==> src/vsw_map.vh <==
// Purpose: register map and timing constants of the video switch config bank
// Assumes: 8-bit registers, reached by register address and data strobes
// Notes: included by the register bank only; the port selector does not use it
`ifndef VSW_MAP_VH
`define VSW_MAP_VH

`define VSW_ADDR_CFG_A 8'h02
`define VSW_ADDR_CFG_B 8'h03
`define VSW_ADDR_RSV_A 8'h04
`define VSW_ADDR_RSV_B 8'h05
`define VSW_ADDR_RSV_C 8'h06

`define VSW_A_PWR_HI 7
`define VSW_A_PWR_LO 6
`define VSW_A_AUTO 5
`define VSW_A_PRIO_HI 4
`define VSW_A_PRIO_LO 3
`define VSW_A_RSVD 2
`define VSW_A_EDGE_HI 1
`define VSW_A_EDGE_LO 0

`define VSW_B_CDET_DIS 7
`define VSW_B_PSEL_HI 6
`define VSW_B_PSEL_LO 5
`define VSW_B_THR_HI 4
`define VSW_B_THR_LO 3

`define VSW_A_RST 8'h00
`define VSW_B_RST 8'h08
`define VSW_A_WMASK 8'hFB
`define VSW_B_WMASK 8'hF8
`define VSW_RSV_VAL 8'h00

`define VSW_EDGE_FAST 2'h0
`define VSW_EDGE_P50 2'h1
`define VSW_EDGE_P100 2'h2
`define VSW_EDGE_P120 2'h3

`define VSW_THR_RANGE2 2'h0
`define VSW_THR_RANGE3 2'h1
`define VSW_THR_UNDEF 2'h2
`define VSW_THR_RANGE1 2'h3

`define VSW_THR_SEL_R1 3'h1
`define VSW_THR_SEL_R2 3'h2
`define VSW_THR_SEL_R3 3'h4
`define VSW_THR_SEL_RST 3'h4

`define VSW_RD_DFLT 8'h00
`define VSW_PORT_EN_RST 4'h1
`define VSW_PORT_RST 2'h0
`define VSW_EDGE_OH_RST 4'h1
`define VSW_PMODE_RST 2'h0
`define VSW_TERM_RST 1'b0

`endif

==> src/vsw_port_pick.v <==
// Purpose: choose active port from manual field or cable power and priority
// Assumes: power sense already synchronised
// Notes: purely combinational
`timescale 1ns/1ps
module vsw_port_pick (
	input wire auto_en,
	input wire [1:0] prio,
	input wire [1:0] manual_sel,
	input wire [3:0] pwr,
	output reg [1:0] sel
);

	function [1:0] vsw_first;
		input [3:0] p;
		begin
			if (p[0]) vsw_first = 2'h0;
			else if (p[1]) vsw_first = 2'h1;
			else if (p[2]) vsw_first = 2'h2;
			else vsw_first = 2'h3;
		end
	endfunction

	always @* begin
		if (!auto_en) begin
			sel = manual_sel;
		end else if (pwr[prio] || pwr == 4'h0) begin
			sel = prio;
		end else begin
			sel = vsw_first(pwr);
		end
	end

endmodule // vsw_port_pick

==> src/vsw_cfg_regs.v <==
// Purpose: configuration register bank of a four-input video switch
// Assumes: serial slave delivers one-cycle write/read strobes with address
// Notes: read data is registered one cycle after the read strobe
`timescale 1ns/1ps
`include "vsw_map.vh"
module vsw_cfg_regs #(
	parameter DATA_W = 8,
	parameter PORT_N = 4
) (
	input wire clk,
	input wire sys_rst,
	input wire [DATA_W-1:0] reg_addr,
	input wire [DATA_W-1:0] reg_wdata,
	input wire reg_wr,
	input wire reg_rd,
	input wire [PORT_N-1:0] cable_power_sense,
	input wire [PORT_N-1:0] clk_detect,
	output reg [DATA_W-1:0] reg_rdata_r,
	output reg reg_rvalid_r,
	output reg [PORT_N-1:0] port_en_r,
	output reg [1:0] active_port_r,
	output reg clk_term_en_r,
	output reg data_term_en_r,
	output reg [3:0] edge_rate_oh_r,
	output reg [1:0] prio_port_r,
	output reg [2:0] sink_threshold_offset_select_r,
	output reg [1:0] power_mode_r
);

	// ----------------------------------------
	// input synchronisers
	// ----------------------------------------
	// pin levels, only the second stage is read by logic
	reg [PORT_N-1:0] pwr_s1_r;
	reg [PORT_N-1:0] pwr_s2_r;
	reg [PORT_N-1:0] cd_s1_r;
	reg [PORT_N-1:0] cd_s2_r;

	always @(posedge clk) begin
		if (sys_rst) begin
			pwr_s1_r <= {PORT_N{1'b0}};
			pwr_s2_r <= {PORT_N{1'b0}};
			cd_s1_r <= {PORT_N{1'b0}};
			cd_s2_r <= {PORT_N{1'b0}};
		end else begin
			pwr_s1_r <= cable_power_sense;
			pwr_s2_r <= pwr_s1_r;
			cd_s1_r <= clk_detect;
			cd_s2_r <= cd_s1_r;
		end
	end

	// ----------------------------------------
	// register file
	// ----------------------------------------
	reg [DATA_W-1:0] cfg_a_r;
	reg [DATA_W-1:0] cfg_b_r;
	reg [DATA_W-1:0] cfg_a_nxt;
	reg [DATA_W-1:0] cfg_b_nxt;

	// write strobe aimed at one register
	function vsw_hit;
		input wr;
		input [7:0] addr;
		input [7:0] target;
		begin
			vsw_hit = wr && (addr == target);
		end
	endfunction

	wire wr_a = vsw_hit(reg_wr, reg_addr, `VSW_ADDR_CFG_A);
	wire wr_b = vsw_hit(reg_wr, reg_addr, `VSW_ADDR_CFG_B);

	always @* begin
		cfg_a_nxt = cfg_a_r;
		cfg_b_nxt = cfg_b_r;
		// reserved bits forced low, whatever the host sends
		if (wr_a)
			cfg_a_nxt = reg_wdata & `VSW_A_WMASK;
		if (wr_b)
			cfg_b_nxt = reg_wdata & `VSW_B_WMASK;
	end

	always @(posedge clk) begin
		if (sys_rst) begin
			cfg_a_r <= `VSW_A_RST;
			cfg_b_r <= `VSW_B_RST;
		end else begin
			cfg_a_r <= cfg_a_nxt;
			cfg_b_r <= cfg_b_nxt;
		end
	end

	// ----------------------------------------
	// read path
	// ----------------------------------------
	// unmapped addresses read as zero
	reg [DATA_W-1:0] rdata_nxt;

	always @* begin
		case (reg_addr)
			`VSW_ADDR_CFG_A: rdata_nxt = cfg_a_r;
			`VSW_ADDR_CFG_B: rdata_nxt = cfg_b_r;
			`VSW_ADDR_RSV_A: rdata_nxt = `VSW_RSV_VAL;
			`VSW_ADDR_RSV_B: rdata_nxt = `VSW_RSV_VAL;
			`VSW_ADDR_RSV_C: rdata_nxt = `VSW_RSV_VAL;
			default: rdata_nxt = `VSW_RD_DFLT;
		endcase
	end

	always @(posedge clk) begin
		if (sys_rst) begin
			reg_rdata_r <= `VSW_RD_DFLT;
			reg_rvalid_r <= 1'b0;
		end else begin
			reg_rvalid_r <= reg_rd;
			if (reg_rd)
				reg_rdata_r <= rdata_nxt;
		end
	end

	// ----------------------------------------
	// field decode
	// ----------------------------------------
	wire [1:0] prio = cfg_a_r[`VSW_A_PRIO_HI:`VSW_A_PRIO_LO];
	wire [1:0] edge_f = cfg_a_r[`VSW_A_EDGE_HI:`VSW_A_EDGE_LO];
	wire [1:0] pmode = cfg_a_r[`VSW_A_PWR_HI:`VSW_A_PWR_LO];
	wire [1:0] psel = cfg_b_r[`VSW_B_PSEL_HI:`VSW_B_PSEL_LO];
	wire [1:0] thr = cfg_b_r[`VSW_B_THR_HI:`VSW_B_THR_LO];
	wire auto_en = cfg_a_r[`VSW_A_AUTO];
	wire cdet_dis = cfg_b_r[`VSW_B_CDET_DIS];
	wire [1:0] sel;

	// ----------------------------------------
	// active port choice
	// ----------------------------------------
	// power sense taken only after the second sync stage
	vsw_port_pick u_pick (
		.auto_en(auto_en),
		.prio(prio),
		.manual_sel(psel),
		.pwr(pwr_s2_r),
		.sel(sel)
	);

	function [3:0] vsw_onehot;
		input [1:0] v;
		begin
			vsw_onehot = 4'h1 << v;
		end
	endfunction

	reg [2:0] thr_dec;

	always @* begin
		case (thr)
			`VSW_THR_RANGE2: thr_dec = `VSW_THR_SEL_R2;
			`VSW_THR_RANGE3: thr_dec = `VSW_THR_SEL_R3;
			`VSW_THR_RANGE1: thr_dec = `VSW_THR_SEL_R1;
			// undefined code selects the reset range
			default: thr_dec = `VSW_THR_SEL_RST;
		endcase
	end

	// ----------------------------------------
	// port enables
	// ----------------------------------------
	always @(posedge clk) begin
		if (sys_rst) begin
			port_en_r <= `VSW_PORT_EN_RST;
			active_port_r <= `VSW_PORT_RST;
		end else begin
			port_en_r <= vsw_onehot(sel);
			active_port_r <= sel;
		end
	end

	// ----------------------------------------
	// input terminations
	// ----------------------------------------
	// clock channel of the selected port terminated from the first clock after reset
	always @(posedge clk) begin
		if (sys_rst) begin
			clk_term_en_r <= `VSW_TERM_RST;
			data_term_en_r <= `VSW_TERM_RST;
		end else begin
			clk_term_en_r <= 1'b1;
			// data lines wait for a seen clock unless detect is off
			data_term_en_r <= cdet_dis | cd_s2_r[sel];
		end
	end

	// ----------------------------------------
	// output slew
	// ----------------------------------------
	always @(posedge clk) begin
		if (sys_rst) begin
			edge_rate_oh_r <= `VSW_EDGE_OH_RST;
		end else begin
			edge_rate_oh_r <= vsw_onehot(edge_f);
		end
	end

	// ----------------------------------------
	// field copies
	// ----------------------------------------
	always @(posedge clk) begin
		if (sys_rst) begin
			prio_port_r <= `VSW_PORT_RST;
			power_mode_r <= `VSW_PMODE_RST;
		end else begin
			prio_port_r <= prio;
			power_mode_r <= pmode;
		end
	end

	// ----------------------------------------
	// sink threshold offset
	// ----------------------------------------
	always @(posedge clk) begin
		if (sys_rst) begin
			sink_threshold_offset_select_r <= `VSW_THR_SEL_RST;
		end else begin
			sink_threshold_offset_select_r <= thr_dec;
		end
	end

endmodule // vsw_cfg_regs

==> config.mk <==
export PLATFORM = sky130hd
export DESIGN_NAME = vsw_cfg_regs
export DESIGN_NICKNAME = d
export VERILOG_FILES = /design/src/vsw_port_pick.v /design/src/vsw_cfg_regs.v
export VERILOG_INCLUDE_DIRS = /design/src
export SDC_FILE = /design/constraint.sdc
export NUM_CORES = 1
export LEC_CHECK = 0
export ABC_AREA = 1
export BUFFER_PORTS_ARGS = -buffer_cell sky130_fd_sc_hd__clkbuf_2
export CAP_MARGIN = 20
export CORE_MARGIN = 2
export CORE_UTILIZATION = 40
export CTS_CLUSTER_SIZE = 24
export DETAILED_ROUTE_END_ITERATION = 10
export GPL_TIMING_DRIVEN = 0
export PLACE_DENSITY = 0.72
export SLEW_MARGIN = 20
export SYNTH_ARGS = -nofsm -noshare
export SYNTH_HDL_FRONTEND = slang
export SYNTH_SLANG_ARGS = --single-unit
export TNS_END_PERCENT = 30
==> constraint.sdc <==
create_clock -name clk -period 1.5 [get_ports clk]
set_input_delay 0.45 -clock clk [delete_from_list [all_inputs] [get_ports clk]]
set_output_delay 0.45 -clock clk [all_outputs]
set_load 0.01 [all_outputs]
==> After elaboration in Yosys (flattened, before gate mapping) <==
Index checks and enable logic that the tools add are counted.
{ "totals": {"in_bits": 28, "register_bits": 56, "out_inout_bits": 28, "mem_bits_ro": 0, "latch_bits": 0, "mem_count": 0, "ramBits": 0} }
{ "classes": {"n_eq_ne": 3, "mux": 12, "bitwise_logic": 1, "n_div": 0, "n_mul": 0, "n_addsub": 0, "magnitude_cmp": 2, "reduce_logical": 5, "shift": 2} }
{ "ops": {"columns": ["operator", "count"], "rows": [
  ["== test 8 x 2 -> 1 bit, second input constant", 2],
  ["one-hot mux 8 bit (2 select lines)", 1],
  ["2-to-1 mux 2 bit", 4],
  ["<< shifter 1 x 2 -> 4 bit, first input constant", 2],
  ["less-than comparator 2 x 3 -> 1 bit, second input constant", 2],
  ["one-hot mux 3 bit (2 select lines)", 1],
  ["binary-select mux 1 bit (select 2 bit)", 2],
  ["zero test 4 bit", 1],
  ["2-to-1 mux 1 bit", 4],
  ["== test 2 bit, second input constant", 1],
  ["logical AND 1 bit", 2],
  ["zero test 2 bit", 1],
  ["logical OR 1 bit", 1],
  ["OR 1 bit", 1]
]} }

==> Logic depth before layout (Yosys ltp) <==
Gate-level depths: netlist of run 1.
{ "logic_depth": {"ltp_word": 8, "depth_mapped": 11, "depth_no_buf": 11} }

==> Cells and area by module <==
A second synthesis of run 1 with hierarchy kept.
{ "hier_totals": {"hier_cells": 284, "area_unflattened_um2": 2114.5} }
{ "by_module_without_submodules": {"columns": ["mod", "instances", "cells_each", "area_each_um2"], "rows": [
  ["vsw_cfg_regs", 1, 255, 1985.7],
  ["vsw_port_pick", 1, 29, 128.9]
]} }

==> Worst setup path after synthesis of run 1 <==
No wires, ideal clock.
{ "synth_timing": {"path_type": "input to register", "from": "in reg_addr[3]", "to": "reg cfg_a_r[5]", "n_path_buf": 1, "setup_slack_ps": 121, "path_stages": 7, "t_arrival_ps": 1299, "path_cell_list": "nor2_1 and3b_1 nand2_2 nor2_2 buf_4 nor2_1 a211oi_2"} }
{ "synth_between": {"elab_chain_len": 2} }
{ "synth_rtl": {"columns": ["item", "line_no", "text"], "rows": [
  ["from (decl)", "vsw_cfg_regs.v:12", "input wire [DATA_W-1:0] reg_addr,"],
  ["== test 8 x 2 -> 1 bit", "vsw_cfg_regs.v:67", "vsw_hit = wr && (addr == target);"],
  ["logical AND 1 bit", "vsw_cfg_regs.v:67", null],
  ["to (signal assigned)", "vsw_cfg_regs.v:86", "cfg_a_r <= `VSW_A_RST;"],
  ["to (signal assigned)", "vsw_cfg_regs.v:89", "cfg_a_r <= cfg_a_nxt;"],
  ["to (decl)", "vsw_cfg_regs.v:56", "reg [DATA_W-1:0] cfg_a_r;"]
]} }
Every way passes these cells.
A chain may end at the register's enable or synchronous reset.

==> Worst setup path after layout of run 1 <==
{ "layout_timing": {"from": "reg pwr_s2_r[3]", "to": "reg data_term_en_r"} }
{ "layout_between": {"elab_chain_len": 8} }
{ "layout_rtl": {"columns": ["item", "line_no", "text"], "rows": [
  ["from (decl)", "vsw_cfg_regs.v:35", "reg [PORT_N-1:0] pwr_s2_r;"],
  ["from (signal assigned)", "vsw_cfg_regs.v:42", "pwr_s2_r <= {PORT_N{1'b0}};"],
  ["from (signal assigned)", "vsw_cfg_regs.v:47", "pwr_s2_r <= pwr_s1_r;"],
  ["binary-select mux 1 bit (select 2 bit)", "vsw_port_pick.v:26", "end else if (pwr[prio] || pwr == 4'h0) begin"],
  ["2-to-1 mux 1 bit (implied by the code)", "vsw_port_pick.v:26", null],
  ["logical OR 1 bit (*)", "vsw_port_pick.v:26", null],
  ["2-to-1 mux 2 bit (*)", "vsw_port_pick.v:26", null],
  ["2-to-1 mux 2 bit (*)", "vsw_port_pick.v:24", "if (!auto_en) begin"],
  ["binary-select mux 1 bit (select 2 bit) (*)", "vsw_cfg_regs.v:189", "data_term_en_r <= cdet_dis | cd_s2_r[sel];"],
  ["2-to-1 mux 1 bit (implied by the code) (*)", "vsw_cfg_regs.v:189", null],
  ["OR 1 bit (*)", "vsw_cfg_regs.v:189", null],
  ["to (signal assigned)", "vsw_cfg_regs.v:185", "data_term_en_r <= `VSW_TERM_RST;"],
  ["to (signal assigned)", "vsw_cfg_regs.v:189", null],
  ["to (decl)", "vsw_cfg_regs.v:23", "output reg data_term_en_r,"]
]} }
Every way passes the cells marked *; elsewhere a longest branch is shown, timed or not. The select of a mux whose other input is x is not followed.

==> impl_metrics.env, run 1 <==
export IMPL_status="completed"
export IMPL_yosysUniqueCellTypes=34
export IMPL_totalNegativeSetupSlack_ps=0
export IMPL_arrival_ps=1610
export IMPL_ctsRootBufferMaster="clkbuf_8"
export IMPL_ys_seq_area_share_pct=53.8
export IMPL_synth_top_area_share_pct=53.8
export IMPL_ios=56
export IMPL_dr_pass1_iters=4
export IMPL_fin_util_pct=50.4
export IMPL_finalMaxSlewViolations=0
export IMPL_path_clk_slew_ps=100
export IMPL_relSlewSlack_pct=64.3
export IMPL_wl_per_cell_um=10.4
export IMPL_start_kind="flop"
export IMPL_ys_async_sr_fraction_pct=0
export IMPL_drc_errors=0
export IMPL_cts_sinks=55
export IMPL_drt_iter0_drc=90
export IMPL_ys_top_cells_by_area="dfxtp_1, nor2_1, inv_1"
export IMPL_ys_ff_latch=55
export IMPL_finalNetCount=338
export IMPL_areaGrowthSynthToFinish_pct=23.4
export IMPL_dpl_hpwl_um=2880
export IMPL_grt_use_total_pct=14.5
export IMPL_hold_viol=0
export IMPL_cts_max_level=2
export IMPL_yosysMostFrequentCell="dfxtp_1"
export IMPL_vias=1676
export IMPL_die_h_um=75.5
export IMPL_syn_inst=249
export IMPL_required_ps=1720
export IMPL_rows=26
export IMPL_cts_tree="built"
export IMPL_clock_skew_ps=6.49
export IMPL_period_minus_slack_ps=1400
export IMPL_cts_buffers=5
export IMPL_cts_max_path_buffers=2
export IMPL_grt_pass1_wl_um=6330
export IMPL_clock_latency_ps=310
export IMPL_synth_edff_count=0
export IMPL_antenna_found_initial=0
export IMPL_grt_pass1_vias=1470
export IMPL_timing_fmax_mhz=717
export IMPL_grt_ovfl_total=0
export IMPL_fp_dieW_um=75.5
export IMPL_start_util_pct=40.9
export IMPL_layout_setup_ws_ps=104
export IMPL_core_area_mm2=0.00501
export IMPL_synth_common_cells="dfxtp_1, nor2_1, inv_1"
export IMPL_critPathKind="flop to flop"
export IMPL_final_area_mm2=0.00253
export IMPL_avgSynthCellArea_um2=8.22
export IMPL_portBuffers=52
export IMPL_maxCapViolations=0
export IMPL_dieArea_mm2=0.00571
export IMPL_drt_wl_total_um=3960
export IMPL_syn_cell_area_mm2=0.00205
export IMPL_ir_drop_uv=380
export IMPL_grt_start_max_net_pins=18
export IMPL_path_max_fanout=5
export IMPL_place_congestion=0.798
export IMPL_final_antenna_net_count=0
export IMPL_placed_cell_area_mm2=0.00239
export IMPL_power_per_cell_area_mw_per_mm2=984
export IMPL_synth_main_ff_cell="dfxtp_1"
export IMPL_postCtsSetupBuffers=0
export IMPL_via_per_inst=4.42
export IMPL_fill_cells=523
export IMPL_leakagePower_uw=0.00118
export IMPL_layout_drive_gt1_share_pct=29.4
export IMPL_holdBufCountCts=0
export IMPL_reg2reg_slack_ps=100
export IMPL_post_place_ws_ps=-113
export IMPL_setup_viol=0
export IMPL_num_antenna_cells=0
export IMPL_yosys_area_top_type="dfxtp_1"
export IMPL_endpoint_kind="flop"
export IMPL_worst_slew_pin_slew_ps=535
export IMPL_fin_crit_sh_pct=93.0
export IMPL_holdCritPathClass="input port to flop"
export IMPL_syn_num_nets=279
export IMPL_yosysWarningCount=0
[registers in the layout (all words and copies together), names as in the netlist, 4 cells and up]
name / count
cfg_a_r: 7
reg_rdata_r: 7
port_en_r: 4
cd_s1_r: 4
pwr_s1_r: 4
cfg_b_r: 5
cd_s2_r: 4
pwr_s2_r: 4
edge_rate_oh_r: 4
[final timing paths]
check                              startpoint             end  cells after the start
worst max-delay path              pwr_s2_r[3]  data_term_en_r                     11
worst min-delay path            clk_detect[2]      cd_s1_r[2]                      3
worst max register to register    pwr_s2_r[3]  data_term_en_r                     11
worst min register to register    pwr_s1_r[1]     pwr_s2_r[1]                      2
[area by class of cell]
| type | instances | area, µm² | share of cell area, % |
|---|---|---|---|
| Sequential cell | 55 | 1110 | 43.8 |
| Timing Repair Buffer | 52 | 260 | 10.3 |
| Inverter | 52 | 195 | 7.73 |
| Tap cell | 70 | 87.6 | 3.47 |
| Clock inverter | 2 | 16.3 | 0.644 |
| Buffer | 7 | 35.0 | 1.39 |
| Multi-Input combinational cell | 135 | 753 | 29.8 |
| Clock buffer | 6 | 72.6 | 2.87 |
[through the flow]
| step | power, µW | instances | hold slack (ps) |
|---|---|---|---|
| after CTS | 2490 | 379 | 315 |
| after global routing | 2590 | 379 | 311 |
| after floorplan | 1630 | 249 | 388 |
| final | 2490 | 379 | 314 |
| after global placement | 1690 | 371 | 392 |
| after detailed placement | 1700 | 371 | 395 |
[per-layer routing]
metal,vias up,track usage [%],wire length (µm)
met4,0,5.46,62
met3,7,3.70,191
met5,-,0,0
met1,746,18.9,1850
li1,882,-,-
met2,41,23.2,1860
[worst max-delay path: stages, from the launching register on]
cell and delay [ps]:
dfxtp_1 320, clkinv_1 120, nand2_2 100, nand3_4 100
nand4_1 120, nand2_2 80, nor2_1 120, nor2_2 60
nand3_1 80, nand3_1 80, nand2_1 60, inv_1 40
[power breakdown]
| group | internal [µW] | total, µW | switching [µW] |
|---|---|---|---|
| clock network | 336 | 818 | 482 |
| logic | 67.7 | 166 | 98.2 |
| registers | 1490 | 1500 | 12.4 |
[cell families after synthesis]
kind of cell,Yosys count,share of synthesized area (%)
flip-flops,55,53.8
AND/OR/NAND/NOR,96,22.6
adder cells (fa/ha/maj),2,1.22
buffers and inverters,59,11.2
other,1,0.183
AO/OA/AOI/OAI,36,10.9
[repair_timing]
| item | CTS | global route |
|---|---|---|
| endpoints found under the setup margin | 0 | 1 |
| resized for setup | 0 | 10 |
| hold endpoints to repair | 0 | 0 |
[placed cells by master (no fill, tap or decap), drive strengths merged]
master    count
a211oi        4
a21oi        11
and3b         1
buf           5
clkbuf       60
clkinv        2
clkinvlp      1
conb          1
dfxtp        55
ha            2
inv          51
nand2        20
nand3        14
nand3b        1
nand4         4
nor2         53
nor3          1
nor3b         1
o211ai        1
o21ai        14
o21bai        1
o22ai         5
or2           1
(Power assumes the default switching activity.)
==> inputs of run 2 (changes only) <==
Settings changed: CORE_UTILIZATION 40 to 51, PLACE_DENSITY 0.72 to 0.86, REMOVE_ABC_BUFFERS set to 1.
==> run 2 against run 1 <==
Effect of this change: flip-flop and latch count stayed put; via count is 1.8% lower; fmax is 0.59% lower; utilization is 12 points higher; routed wire length is 10% lower; largest cell class unchanged; largest power group unchanged; highest routed layer unchanged.
==> impl_metrics.env, run 2 (synthesis results as in run 1) <==
export IMPL_ios=56
export IMPL_critPathKind="flop to flop"
export IMPL_grt_start_max_net_pins=42
export IMPL_routed_wl_met3_um=193
export IMPL_finalMaxSlewViolations=0
export IMPL_endpoint_kind="flop"
export IMPL_drt_iter0_drc=65
export IMPL_finalNetCount=332
export IMPL_layout_common_cells="dfxtp_1, clkbuf_2, nor2_1"
export IMPL_holdCritPathClass="input port to flop"
export IMPL_worstReg2RegStart="cfg_a_r[3]"
export IMPL_antenna_found_initial=0
export IMPL_grt_use_total_pct=17.9
export IMPL_ctsRootBufferMaster="clkbuf_8"
export IMPL_rr_endpoint="data_term_en_r"
export IMPL_final_antenna_net_count=0
export IMPL_path_max_fanout=5
export IMPL_via_per_inst=4.66
export IMPL_critPathLaunch="cfg_a_r[3]"
export IMPL_totalNegativeSetupSlack_ps=0
export IMPL_critPathCapture="data_term_en_r"
export IMPL_maxCapViolations=0
export IMPL_clock_latency_ps=310
export IMPL_clock_skew_ps=9.88
export IMPL_drc_errors=0
export IMPL_timing_fmax_mhz=712
export IMPL_wl_per_cell_um=10.1
export IMPL_dieArea_mm2=0.00454
export IMPL_layout_setup_ws_ps=96.2
export IMPL_worstRegToRegCells=11
export IMPL_rows=23
export IMPL_dr_max_layer_used="met4"
export IMPL_period_minus_slack_ps=1400
export IMPL_layout_commonest_cell="dfxtp_1"
export IMPL_portBuffers=53
export IMPL_cts_buffers=5
export IMPL_layout_drive_gt1_share_pct=28.7
export IMPL_post_place_ws_ps=-464
export IMPL_cts_max_level=2
export IMPL_start_util_pct=51.9
export IMPL_drt_wl_total_um=3560
export IMPL_grt_pass1_wl_um=6040
export IMPL_cts_max_path_buffers=2
export IMPL_vias=1646
export IMPL_fill_cells=340
export IMPL_areaGrowthSynthToFinish_pct=20.9
export IMPL_cts_tree="built"
export IMPL_path_clk_slew_ps=90
export IMPL_power_per_cell_area_mw_per_mm2=1080
export IMPL_leakagePower_uw=0.00118
export IMPL_ff_latch_area_mm2=0.00110
export IMPL_hold_viol=0
export IMPL_postCtsSetupBuffers=0
export IMPL_fp_dieW_um=67.4
export IMPL_total_power_uw=2680
export IMPL_required_ps=1720
export IMPL_fin_crit_sh_pct=93.6
export IMPL_dpl_hpwl_um=2570
export IMPL_reg_largest_list="cfg_a_r x7, reg_rdata_r x7, cfg_b_r x5"
export IMPL_dr_pass1_iters=4
export IMPL_die_h_um=67.4
export IMPL_rsz0062_at_grt="yes"
export IMPL_ir_drop_uv=648
export IMPL_fin_util_pct=62.8
export IMPL_num_antenna_cells=0
export IMPL_core_area_mm2=0.00394
export IMPL_setup_viol=0
export IMPL_start_kind="flop"
export IMPL_multiInputGateArea_um2=726
export IMPL_reg2reg_slack_ps=100
export IMPL_grt_pass1_vias=1468
export IMPL_holdBufCountCts=0
export IMPL_cts_sinks=55
export IMPL_place_congestion=0.765
export IMPL_grt_ovfl_total=0
export IMPL_wl_met2_um=1780
export IMPL_arrival_ps=1620
export IMPL_m1WireLength_um=1520
export IMPL_status="completed"
run 2: final cells by class:
class	count	share of cell area, %
sequential	55	44.5
tap	50	2.53
multi-input combinational	135	29.3
inverter	52	7.89
timing repair buffer	53	10.8
clock inverter	2	1.57
clock buffer	6	3.34
run 2: routing by layer:
metal	track usage [%]	vias up
met4	7.91	0
met1	18.9	722
met2	32.5	48
met5	0	-
li1	-	868
met3	5.67	8
run 2: stage by stage:
step | cells | instance area [µm²] | hold slack, ps
floorplan | 242 | 2010 | 388
global placement | 345 | 2340 | 390
detailed placement | 345 | 2340 | 394
CTS | 353 | 2460 | 305
global route | 353 | 2470 | 302
finish | 353 | 2470 | 310
run 2: worst min path at each step:
stage | start | endpoint | slack [ps] | cells after the start
floorplan | cd_s1_r[0] | cd_s2_r[0] | 390 | 2
global placement | pwr_s1_r[0] | pwr_s2_r[0] | 390 | 2
detailed placement | cd_s1_r[2] | cd_s2_r[2] | 390 | 2
CTS | clk_detect[3] | cd_s1_r[3] | 300 | 3
global route | clk_detect[1] | cd_s1_r[1] | 300 | 3
finish | clk_detect[3] | cd_s1_r[3] | 310 | 3
run 2: what timing repair did:
action | CTS | global route
endpoints found under the hold margin | 0 | 0
endpoints found under the setup margin | 10 | 9
gates resized for setup | 1 | 3
run 2: worst max-delay path, cell delays in order, from the launching register on:
cell and delay, ps:
dfxtp_2 390, inv_2 90, nand2_1 90, nand3_2 100
nand3_1 110, nand2_1 60, nand3_1 100, nand3_1 110
nand3_1 100, nand3_1 60, nand2_1 60, inv_1 40
run 2: where the power goes:
group	switching (µW)	internal, µW
sequential	11.3	1490
combinational	92.4	62.2
clock	472	549
total	576	2100
